==> src/bcs_pkg.sv <==
// constants shared by the buck channel sequencer and its pwm core
// assumes a single 200 MHz reference clock drives every process
`default_nettype none

package bcs_pkg;

   // reference clock and derived time bases
   localparam int CLK_PERIOD_NS = 5;
   localparam int US_NS = 1000;
   localparam int US_CYC = US_NS / CLK_PERIOD_NS;
   localparam int MIN_ON_NS = 40;
   localparam int MIN_ON_CYC = (MIN_ON_NS + CLK_PERIOD_NS - 1) / CLK_PERIOD_NS;
   localparam int SEQ_STEP_US = 250;
   localparam int OC_RESTART_MS = 200;
   localparam int OC_RESTART_US = OC_RESTART_MS * 1000;
   localparam int TMR_W = 18;

   // current limit register fields, sense in 5 mV steps
   localparam int ILIM_MAX_LSB = 0;
   localparam int ILIM_MAX_W = 6;
   localparam int ILIM_WARN_LSB = 6;
   localparam int ILIM_WARN_W = 2;
   localparam int ILIM_LSB_MV = 5;
   localparam int WARN_STEP_MV = 10;
   localparam int WARN_STEP_CODES = WARN_STEP_MV / ILIM_LSB_MV;
   localparam int SENSE_W = 7;

   // soft-start / soft-stop register fields
   localparam int SEQ_DLY_LSB = 10;
   localparam int SEQ_DLY_W = 6;
   localparam int SEQ_RAMP_LSB = 0;
   localparam int SEQ_RAMP_W = 10;

   // switching frequency select fields
   localparam int FREQ_OSC_LSB = 4;
   localparam int FREQ_OSC_W = 3;
   localparam int FREQ_DIV_LSB = 0;
   localparam int FREQ_DIV_W = 3;

   // oscillator modelled as a fractional tick: 3.2 MHz units, code 0 = 15 units
   localparam logic [4:0] OSC_BASE_UNITS = 5'h0_00F;
   localparam logic [6:0] OSC_ACC_MOD = 7'h0_07D;
   localparam int OSC_UNIT_KHZ = 3200;
   localparam int PWM_DIV_BASE = 16;
   localparam int MIN_SW_KHZ = 300;
   localparam int DUTY_FRAC_W = 8;

   typedef enum logic [2:0] {
      BCS_OFF     = 3'b000,
      BCS_SS_DLY  = 3'b001,
      BCS_SS_RAMP = 3'b011,
      BCS_ON      = 3'b010,
      BCS_SD_DLY  = 3'b110,
      BCS_SD_RAMP = 3'b111,
      BCS_FAULT   = 3'b101
   } bcs_state_t;

endpackage

`default_nettype wire

==> src/bcs_pwm_core.sv <==
// one channel's pwm pulse former: period and on-time in oscillator ticks
// assumes the oscillator tick is a one-cycle enable on the reference clock
`default_nettype none

module bcs_pwm_core (
   // clock and reset
   input wire logic i_ref_clk,
   input wire logic i_sys_rst,
   // timing
   input wire logic i_osc_tick,
   input wire logic i_run,
   input wire logic [7:0] i_period,
   input wire logic [7:0] i_on_ticks,
   // gate drive
   output logic o_gate_high,
   output logic o_gate_low
);

   logic [7:0] phase_q;
   logic [3:0] hold_q;
   logic next_high;

   // a started pulse lasts at least the minimum on time while i_run stays high
   assign next_high = (o_gate_high && hold_q != 4'h0_000) || (phase_q < i_on_ticks);

   always_ff @(posedge i_ref_clk)
   begin
      if (i_sys_rst || !i_run)
      begin
         phase_q <= 8'h0_000;
         hold_q <= 4'h0_000;
         o_gate_high <= 1'b0;
         o_gate_low <= 1'b0;
      end
      else
      begin
         if (i_osc_tick)
         begin
            phase_q <= (phase_q >= i_period - 8'h0_001) ? 8'h0_000 : phase_q + 8'h0_001;
         end
         if (next_high && !o_gate_high)
         begin
            hold_q <= 4'(bcs_pkg::MIN_ON_CYC - 1);
         end
         else if (hold_q != 4'h0_000)
         begin
            hold_q <= hold_q - 4'h0_001;
         end
         o_gate_high <= next_high;
         o_gate_low <= !next_high;
      end
   end

endmodule // bcs_pwm_core

`default_nettype wire

==> src/bcs_channel_sequencer.sv <==
// multi-channel buck sequencer: over-current, soft-start/stop, power good, pwm
// assumes config, adc results and measurements come from logic on i_ref_clk
// Function
// - low six bits set max sense threshold
// - top two bits set warning offset below max
// - compare each adc result with warning threshold, and with max while driving
// - warning follows current, clears when below
// - fault stops drivers, waits 200 ms, restarts
// - follower channels restart the same way
// - fault sets sticky status flag
// - soft-start delay in 250 us steps
// - ramp target 50 mV per programmed microseconds
// - soft-stop delay in 250 us steps
// - ramp down until discharge level reached
// - power-good bounds held per channel
// - power good while output within window
// - power-good delay counts after soft-start
// - precharged output waits for soft-start end
// - oscillator code selects 48 down to 25.6 MHz
// - divider sets switching frequency, bad codes refused
// - high-side pulse not shorter than 40 ns while the channel keeps running
// - duty clamped at channel duty limit
`default_nettype none

module bcs_channel_sequencer #(
   parameter int NUM_CH = 3,
   parameter int STEP_US = bcs_pkg::SEQ_STEP_US,
   parameter int RESTART_US = bcs_pkg::OC_RESTART_US,
   parameter int CYC_PER_US = bcs_pkg::US_CYC
) (
   // clock and reset
   input wire logic i_ref_clk,
   input wire logic i_sys_rst,
   // per-channel configuration
   input wire logic [NUM_CH-1:0] i_ch_enable,
   input wire logic [NUM_CH*8-1:0] i_current_limit,
   input wire logic [NUM_CH*16-1:0] i_soft_start,
   input wire logic [NUM_CH*16-1:0] i_soft_stop,
   input wire logic [NUM_CH*8-1:0] i_duty_limit,
   input wire logic [NUM_CH*8-1:0] i_vout_target,
   input wire logic [NUM_CH*8-1:0] i_discharge_level,
   input wire logic [NUM_CH*8-1:0] i_pg_upper,
   input wire logic [NUM_CH*8-1:0] i_pg_lower,
   input wire logic [NUM_CH*8-1:0] i_pg_delay,
   input wire logic [NUM_CH-1:0] i_oc_fault_clear,
   // shared configuration
   input wire logic [7:0] i_sw_freq_select,
   input wire logic [7:0] i_follow_low,
   input wire logic [7:0] i_follow_high,
   // measurements and loop request
   input wire logic [NUM_CH-1:0] i_adc_valid,
   input wire logic [NUM_CH*bcs_pkg::SENSE_W-1:0] i_adc_sense,
   input wire logic [NUM_CH*8-1:0] i_vout_meas,
   input wire logic [NUM_CH*8-1:0] i_duty_req,
   // gate drive and target
   output logic [NUM_CH-1:0] o_gate_high,
   output logic [NUM_CH-1:0] o_gate_low,
   output logic [NUM_CH*8-1:0] o_target,
   // status
   output logic [NUM_CH-1:0] o_oc_fault,
   output logic [NUM_CH-1:0] o_oc_warn,
   output logic [NUM_CH-1:0] o_power_good,
   output logic [NUM_CH-1:0] o_soft_start_done,
   output logic [NUM_CH-1:0] o_duty_clamped,
   output logic o_freq_invalid
);

   localparam int TW = bcs_pkg::TMR_W;
   localparam int SW = bcs_pkg::SENSE_W;

   if (NUM_CH < 1 || NUM_CH * NUM_CH > 16 || RESTART_US >= 2 ** TW
       || STEP_US * 255 >= 2 ** TW || CYC_PER_US < 2 || CYC_PER_US > 256)
   begin : g_param_check
      $error("bcs_channel_sequencer: unsupported parameter values");
   end

   logic [15:0] follow_map;
   logic [7:0] us_cnt_q;
   logic us_tick;
   logic [6:0] osc_acc_q;
   logic osc_tick_q;
   logic [4:0] osc_inc;
   logic [7:0] osc_sum, period_q;
   logic [2:0] osc_code, div_code;
   logic [15:0] osc_khz, min_khz;
   logic [NUM_CH-1:0] oc_trip;

   assign follow_map = {i_follow_high, i_follow_low};
   assign osc_code = i_sw_freq_select[bcs_pkg::FREQ_OSC_LSB +: bcs_pkg::FREQ_OSC_W];
   assign div_code = i_sw_freq_select[bcs_pkg::FREQ_DIV_LSB +: bcs_pkg::FREQ_DIV_W];
   assign us_tick = (us_cnt_q == 8'(CYC_PER_US - 1));
   assign osc_inc = 5'((bcs_pkg::OSC_BASE_UNITS - {2'b00, osc_code}) << 1);
   assign osc_sum = {1'b0, osc_acc_q} + {3'b000, osc_inc};
   assign osc_khz = 16'((bcs_pkg::OSC_BASE_UNITS - {2'b00, osc_code}) * bcs_pkg::OSC_UNIT_KHZ);
   assign min_khz = 16'(bcs_pkg::PWM_DIV_BASE * bcs_pkg::MIN_SW_KHZ * ({1'b0, div_code} + 4'h0_001));

   // microsecond enable
   always_ff @(posedge i_ref_clk)
   begin
      if (i_sys_rst || us_tick)
      begin
         us_cnt_q <= 8'h0_000;
      end
      else
      begin
         us_cnt_q <= us_cnt_q + 8'h0_001;
      end
   end

   // fractional oscillator tick; the sum is one bit wider so it never wraps
   always_ff @(posedge i_ref_clk)
   begin
      if (i_sys_rst)
      begin
         osc_acc_q <= 7'h0_000;
         osc_tick_q <= 1'b0;
      end
      else if (osc_sum >= {1'b0, bcs_pkg::OSC_ACC_MOD})
      begin
         osc_acc_q <= 7'(osc_sum - {1'b0, bcs_pkg::OSC_ACC_MOD});
         osc_tick_q <= 1'b1;
      end
      else
      begin
         osc_acc_q <= osc_sum[6:0];
         osc_tick_q <= 1'b0;
      end
   end

   // switching period and refused combinations
   always_ff @(posedge i_ref_clk)
   begin
      if (i_sys_rst)
      begin
         period_q <= 8'h0_000;
         o_freq_invalid <= 1'b1;
      end
      else
      begin
         period_q <= 8'(bcs_pkg::PWM_DIV_BASE * ({1'b0, div_code} + 4'h0_001));
         o_freq_invalid <= (div_code == 3'h0_000) || (osc_khz < min_khz);
      end
   end

   for (genvar c = 0; c < NUM_CH; c++)
   begin : g_ch
      bcs_pkg::bcs_state_t st_q;
      logic [TW-1:0] tmr_q, pg_cnt_q, ss_dly, ss_ramp, sd_dly, sd_ramp;
      logic [7:0] tgt_q, lim, meas, duty_req, duty_lim, duty_eff;
      logic [15:0] ss, sd, on_prod;
      logic [SW-1:0] sense, max_th, warn_off, warn_th;
      logic driving, run_q, restart_req, en;

      assign en = i_ch_enable[c];
      assign lim = i_current_limit[c*8 +: 8];
      assign ss = i_soft_start[c*16 +: 16];
      assign sd = i_soft_stop[c*16 +: 16];
      assign sense = i_adc_sense[c*SW +: SW];
      assign meas = i_vout_meas[c*8 +: 8];
      assign max_th = SW'(lim[bcs_pkg::ILIM_MAX_LSB +: bcs_pkg::ILIM_MAX_W]);
      assign warn_off = SW'(({2'b00, lim[bcs_pkg::ILIM_WARN_LSB +: bcs_pkg::ILIM_WARN_W]}
                         + 4'h0_001) * bcs_pkg::WARN_STEP_CODES);
      assign warn_th = (max_th > warn_off) ? max_th - warn_off : '0;
      assign ss_dly = TW'(ss[bcs_pkg::SEQ_DLY_LSB +: bcs_pkg::SEQ_DLY_W] * STEP_US);
      assign ss_ramp = TW'(ss[bcs_pkg::SEQ_RAMP_LSB +: bcs_pkg::SEQ_RAMP_W]);
      assign sd_dly = TW'(sd[bcs_pkg::SEQ_DLY_LSB +: bcs_pkg::SEQ_DLY_W] * STEP_US);
      assign sd_ramp = TW'(sd[bcs_pkg::SEQ_RAMP_LSB +: bcs_pkg::SEQ_RAMP_W]);
      assign driving = (st_q == bcs_pkg::BCS_SS_RAMP) || (st_q == bcs_pkg::BCS_ON)
                    || (st_q == bcs_pkg::BCS_SD_DLY) || (st_q == bcs_pkg::BCS_SD_RAMP);
      assign oc_trip[c] = i_adc_valid[c] && driving && (sense >= max_th);
      assign duty_req = i_duty_req[c*8 +: 8];
      assign duty_lim = i_duty_limit[c*8 +: 8];
      assign duty_eff = (duty_req > duty_lim) ? duty_lim : duty_req;
      assign on_prod = duty_eff * period_q;

      // own trip or a followed channel's trip
      always_comb
      begin
         restart_req = oc_trip[c];
         for (int f = 0; f < NUM_CH; f++)
         begin
            if (oc_trip[f] && follow_map[f*NUM_CH + c])
            begin
               restart_req = 1'b1;
            end
         end
      end

      // channel sequence on microsecond ticks
      always_ff @(posedge i_ref_clk)
      begin
         if (i_sys_rst)
         begin
            st_q <= bcs_pkg::BCS_OFF;
            tmr_q <= '0;
            tgt_q <= 8'h0_000;
         end
         else if (restart_req)
         begin
            st_q <= bcs_pkg::BCS_FAULT;
            tmr_q <= TW'(RESTART_US);
            tgt_q <= 8'h0_000;
         end
         else
         begin
            case (st_q)
               bcs_pkg::BCS_OFF, bcs_pkg::BCS_FAULT:
               begin
                  tgt_q <= 8'h0_000;
                  if (st_q == bcs_pkg::BCS_FAULT && !(us_tick && tmr_q <= TW'(1)))
                  begin
                     if (us_tick)
                     begin
                        tmr_q <= tmr_q - TW'(1);
                     end
                  end
                  else if (!en)
                  begin
                     st_q <= bcs_pkg::BCS_OFF;
                  end
                  else if (ss_dly == '0)
                  begin
                     st_q <= bcs_pkg::BCS_SS_RAMP;
                     tmr_q <= ss_ramp;
                  end
                  else
                  begin
                     st_q <= bcs_pkg::BCS_SS_DLY;
                     tmr_q <= ss_dly;
                  end
               end
               bcs_pkg::BCS_SS_DLY:
               begin
                  if (!en)
                  begin
                     st_q <= bcs_pkg::BCS_OFF;
                  end
                  else if (us_tick)
                  begin
                     if (tmr_q <= TW'(1))
                     begin
                        st_q <= bcs_pkg::BCS_SS_RAMP;
                        tmr_q <= ss_ramp;
                     end
                     else
                     begin
                        tmr_q <= tmr_q - TW'(1);
                     end
                  end
               end
               bcs_pkg::BCS_SS_RAMP:
               begin
                  if (!en)
                  begin
                     st_q <= bcs_pkg::BCS_SD_DLY;
                     tmr_q <= sd_dly;
                  end
                  else if (tgt_q >= i_vout_target[c*8 +: 8])
                  begin
                     st_q <= bcs_pkg::BCS_ON;
                  end
                  else if (us_tick)
                  begin
                     if (tmr_q <= TW'(1))
                     begin
                        tgt_q <= tgt_q + 8'h0_001;
                        tmr_q <= ss_ramp;
                     end
                     else
                     begin
                        tmr_q <= tmr_q - TW'(1);
                     end
                  end
               end
               bcs_pkg::BCS_ON:
               begin
                  tgt_q <= i_vout_target[c*8 +: 8];
                  if (!en)
                  begin
                     st_q <= bcs_pkg::BCS_SD_DLY;
                     tmr_q <= sd_dly;
                  end
               end
               bcs_pkg::BCS_SD_DLY:
               begin
                  if (en)
                  begin
                     st_q <= bcs_pkg::BCS_SS_RAMP;
                     tmr_q <= ss_ramp;
                  end
                  else if (sd_dly == '0 || (us_tick && tmr_q <= TW'(1)))
                  begin
                     st_q <= bcs_pkg::BCS_SD_RAMP;
                     tmr_q <= sd_ramp;
                  end
                  else if (us_tick)
                  begin
                     tmr_q <= tmr_q - TW'(1);
                  end
               end
               bcs_pkg::BCS_SD_RAMP:
               begin
                  if (en)
                  begin
                     st_q <= bcs_pkg::BCS_SS_RAMP;
                     tmr_q <= ss_ramp;
                  end
                  else if (tgt_q <= i_discharge_level[c*8 +: 8])
                  begin
                     st_q <= bcs_pkg::BCS_OFF;
                     tgt_q <= 8'h0_000;
                  end
                  else if (us_tick)
                  begin
                     if (tmr_q <= TW'(1))
                     begin
                        tgt_q <= tgt_q - 8'h0_001;
                        tmr_q <= sd_ramp;
                     end
                     else
                     begin
                        tmr_q <= tmr_q - TW'(1);
                     end
                  end
               end
               default:
               begin
                  st_q <= bcs_pkg::BCS_OFF;
               end
            endcase
         end
      end

      // power good: delay counts only after the ramp
      always_ff @(posedge i_ref_clk)
      begin
         if (i_sys_rst)
         begin
            pg_cnt_q <= '0;
            o_power_good[c] <= 1'b0;
            o_soft_start_done[c] <= 1'b0;
         end
         else
         begin
            if (st_q != bcs_pkg::BCS_ON)
            begin
               pg_cnt_q <= TW'(i_pg_delay[c*8 +: 8] * STEP_US);
            end
            else if (us_tick && pg_cnt_q != '0)
            begin
               pg_cnt_q <= pg_cnt_q - TW'(1);
            end
            o_power_good[c] <= (st_q == bcs_pkg::BCS_ON) && (pg_cnt_q == '0)
                            && (meas >= i_pg_lower[c*8 +: 8])
                            && (meas <= i_pg_upper[c*8 +: 8]);
            o_soft_start_done[c] <= (st_q == bcs_pkg::BCS_ON);
         end
      end

      // over-current flags: warning follows each sample, fault is sticky
      always_ff @(posedge i_ref_clk)
      begin
         if (i_sys_rst)
         begin
            o_oc_warn[c] <= 1'b0;
            o_oc_fault[c] <= 1'b0;
         end
         else
         begin
            if (i_adc_valid[c])
            begin
               o_oc_warn[c] <= (sense >= warn_th);
            end
            if (oc_trip[c])
            begin
               o_oc_fault[c] <= 1'b1;
            end
            else if (i_oc_fault_clear[c])
            begin
               o_oc_fault[c] <= 1'b0;
            end
         end
      end

      // duty clamp and target output
      always_ff @(posedge i_ref_clk)
      begin
         if (i_sys_rst)
         begin
            run_q <= 1'b0;
            o_duty_clamped[c] <= 1'b0;
            o_target[c*8 +: 8] <= 8'h0_000;
         end
         else
         begin
            run_q <= driving && !restart_req && !o_freq_invalid;
            o_duty_clamped[c] <= driving && (duty_req > duty_lim);
            o_target[c*8 +: 8] <= tgt_q;
         end
      end

      bcs_pwm_core u_pwm (
         .i_ref_clk(i_ref_clk),
         .i_sys_rst(i_sys_rst),
         .i_osc_tick(osc_tick_q),
         .i_run(run_q && !restart_req),
         .i_period(period_q),
         .i_on_ticks(on_prod[bcs_pkg::DUTY_FRAC_W +: 8]),
         .o_gate_high(o_gate_high[c]),
         .o_gate_low(o_gate_low[c])
      );
   end

endmodule // bcs_channel_sequencer

`default_nettype wire

==> config.mk <==
export PLATFORM = sky130hd
export DESIGN_NAME = bcs_channel_sequencer
export DESIGN_NICKNAME = d
export VERILOG_FILES = /design/src/bcs_pkg.sv /design/src/bcs_pwm_core.sv /design/src/bcs_channel_sequencer.sv
export SDC_FILE = /design/constraint.sdc
export NUM_CORES = 2
export LEC_CHECK = 0
export BUFFER_PORTS_ARGS = -buffer_cell sky130_fd_sc_hd__buf_2
export CORE_AREA = 5 5 366 188
export CTS_BUF_LIST = sky130_fd_sc_hd__clkbuf_16
export CTS_CLUSTER_DIAMETER = 60
export DETAILED_ROUTE_END_ITERATION = 10
export DIE_AREA = 0 0 371 193
export PLACE_DENSITY = 0.83
export SYNTH_ARGS = -nofsm -noshare
export SYNTH_HDL_FRONTEND = slang
export SYNTH_HIERARCHICAL = 1
export SYNTH_SLANG_ARGS = --single-unit
==> constraint.sdc <==
create_clock -name i_ref_clk -period 8.1 [get_ports i_ref_clk]
set_input_delay 2.43 -clock i_ref_clk [delete_from_list [all_inputs] [get_ports i_ref_clk]]
set_output_delay 2.43 -clock i_ref_clk [all_outputs]
set_load 0.005 [all_outputs]
==> impl_metrics.env <==
export IMPL_slowest_delay_ns=0.53
export IMPL_setup_violations=0
export IMPL_core_area_um2=65720
export IMPL_portBuffers=401
export IMPL_ant_nets=0
export IMPL_power_mw=8.039
export IMPL_crit_type="in -> reg"
export IMPL_cts_buffer_depth=3
export IMPL_place_hpwl_mm=89.26
export IMPL_clock_fmax_ghz=0.1247
export IMPL_nNetsFinal=6143
export IMPL_drc_errors=0
export IMPL_hold_path_class="reg -> reg"
export IMPL_p_per_area_nw_per_um2=194.5
export IMPL_antenna_found_initial=10
export IMPL_wire_per_inst_um=19.22
export IMPL_io_pins=414
export IMPL_ys_seq_area_frac=0.1363
export IMPL_worst_pin_slew_ns=1.265
export IMPL_drt_initial_drc_count=3900
export IMPL_postSynthCellCount=4539
export IMPL_ys_ff_latch=246
export IMPL_whs_ns=0.4684
export IMPL_fp_dieH_um=193
export IMPL_grt_max_degree=70
export IMPL_tritoncts="yes"
export IMPL_crit_path_start_kind="input port"
export IMPL_grt_pass1_vias=32900
export IMPL_async_reset_ff_frac=0
export IMPL_maxSlewHeadroom=0.1552
export IMPL_cts_buffers=30
export IMPL_synthTopCellsByArea="ha_1 (21%), dfxtp_1 (14%), fa_1 (10%)"
export IMPL_drv_cap=0
export IMPL_p_leak_nw=19.61
export IMPL_synth_cell_types=102
export IMPL_final_layout_size_suffix_gt1_frac=0.1504
export IMPL_critPathMaxFanout=5
export IMPL_fillers=5680
export IMPL_synth_area_um2=36140
export IMPL_min_period_ns=8.017
export IMPL_cts_htree_levels=1
export IMPL_fin_skew_ns=0.01624
export IMPL_setup_tns_ns=0
export IMPL_clock_sinks=246
export IMPL_via_count=35510
export IMPL_synthFlopType="dfxtp_1"
export IMPL_yosys_warnings=6
export IMPL_final_area_um2=41330
export IMPL_overflow=0
export IMPL_placed_area_um2=39820
export IMPL_fin_crit_sh=0.9898
export IMPL_fp_row_count=67
export IMPL_crit_required_ns=8.58
export IMPL_synthTopCellsByCount="ha_1 (605), inv_1 (496), nand2_1 (322), nor2_1 (311), a21oi_1 (273)"
export IMPL_slowest_stage="fa_1"
export IMPL_cp_end_kind="register"
export IMPL_initial_core_util=0.5498
export IMPL_hold_violations=0
export IMPL_drv_slew=0
export IMPL_gp_congestion=1.028
export IMPL_clk_pin_slew_worst_paths_ns=0.07
export IMPL_grt_total_usage=0.2987
export IMPL_avgSynthCellArea_um2=7.961
export IMPL_yosysMostFrequentCell="ha_1"
export IMPL_hold_buffers=0
export IMPL_die_x_um=371
export IMPL_critPathArrivalTime_ns=8.50
export IMPL_grt_pass1_wl_mm=175.2
export IMPL_synth_top_cell_area_share=0.2095
export IMPL_synth_edf_count=0
export IMPL_ir_drop_mv=0.1314
export IMPL_area_growth_pct=14.36
export IMPL_die_area_um2=71600
export IMPL_cts_root_buf="clkbuf_16"
export IMPL_via_per_inst=6.009
export IMPL_insertion_delay_ns=0.59
export IMPL_run_status="finished clean"
export IMPL_totalWireLength_mm=113.6
export IMPL_synth_top_cell_by_area="ha_1"
export IMPL_cpMostUsedCell="inv_1"
export IMPL_drt_pass1_iterations=7
## power breakdown
part | leakage (nW) | total [mW] | switching (mW) | internal, mW
registers | 2.01 | 1.69 | 0.296 | 1.39
clock network | 0.501 | 1.44 | 0.634 | 0.804
logic | 17.1 | 4.92 | 2.86 | 2.06
## sequential cells by signal, summed over array words and instances (netlist names)
name                    cells
g_ch.pg_cnt_q              54
g_ch.tmr_q                 54
g_ch.tgt_q                 24
g_ch.u_pwm/phase_q         24
o_target                   24
g_ch.u_pwm/hold_q          12
g_ch.st_q                   9
us_cnt_q                    8
osc_acc_q                   7
period_q                    4
g_ch.run_q                  3
g_ch.u_pwm/o_gate_high      3
g_ch.u_pwm/o_gate_low       3
o_duty_clamped              3
o_oc_fault                  3
o_oc_warn                   3
o_power_good                3
o_soft_start_done           3
o_freq_invalid              1
osc_tick_q                  1
## worst max-delay path: cells and delay by family
family / cells / cell delay (ns)
AND/OR/NAND/NOR: 4 / 0.61
multiplexers: 1 / 0.35
XOR/XNOR: 1 / 0.13
AO/OA/AOI/OAI: 10 / 1.69
buffers and inverters: 9 / 0.77
adder cells (fa/ha/maj): 7 / 2.49
## through the flow
step	worst slack [ns]	utilization	cells
final	0.08263	0.6288	5910
after global placement	-0.5046	0.6058	5835
after floorplan	-0.005847	-	4583
after global routing	-0.1216	0.6287	5906
after detailed placement	-0.6841	0.6058	5835
after CTS	0.006572	0.6221	5892
## layout by cell type, fill, tap and decap left out, types with 54 or more instances in the layout
| cell type | netlist | final |
|---|---|---|
| inv_1 | 496 | 495 |
| nor2b_1 | 92 | 90 |
| a211oi_1 | 74 | 74 |
| a21o_1 | 79 | 79 |
| fa_1 | 188 | 185 |
| dfxtp_1 | 246 | 246 |
| nor2_1 | 311 | 309 |
| xnor2_1 | 149 | 149 |
| a21oi_1 | 273 | 261 |
| nand2_1 | 322 | 322 |
| o21ai_0 | 237 | 231 |
| buf_4 | 0 | 128 |
| and2_1 | 55 | 54 |
| nand2b_1 | 80 | 78 |
| nor3_1 | 137 | 136 |
| ha_1 | 605 | 588 |
| xor2_1 | 96 | 96 |
| buf_2 | 19 | 400 |
| nand3_1 | 146 | 146 |
## per-layer routing
metal	wire length, um	GRT usage
met1	51030	0.4374
met2	46010	0.4307
met4	3326	0.07642
met3	13210	0.08461
met5	48	0
## cells by family (layout without fill, tap and decap cells)
family                   count (synthesis)  after routing  share of synthesized area
multiplexers                            68             68                    0.02005
buffers and inverters                  666           1089                    0.07025
AO/OA/AOI/OAI                         1094           1094                     0.2007
flip-flops                             246            246                     0.1363
AND/OR/NAND/NOR                       1425           1425                     0.1993
other                                    1             52                  0.0001038
adder cells (fa/ha/maj)                794            794                     0.3139
XOR/XNOR                               245            245                    0.05938
## path summary, 6_finish.rpt
path                    startpoint  slack [ns]                      end  cells past startpoint
hold / removal         us_cnt_q[0]        0.47              us_cnt_q[0]                      1
setup reg to reg       period_q[6]        2.52  g_ch[0].u_pwm/hold_q[3]                     21
setup / recovery  i_duty_limit[17]        0.08  g_ch[2].u_pwm/hold_q[3]                     32
hold reg to reg        us_cnt_q[0]        0.47              us_cnt_q[0]                      1
## timing repair
item,CTS,global route
buffers inserted,1,11
pin swaps,6,45
resized for setup,6,59
endpoints found under the setup margin,6,18
## final cells by class
class	count	area, um2	share of cell area
Multi-Input combinational cell	3671	29320	0.7094
Sequential cell	246	4925	0.1192
Timing Repair Buffer	536	3062	0.07408
Inverter	497	1866	0.04514
Tap cell	897	1122	0.02716
Clock buffer	31	775.7	0.01877
Clock inverter	25	242.7	0.005873
Antenna cell	7	17.52	0.0004239
No activity file was read; power rests on OpenSTA's default activity.
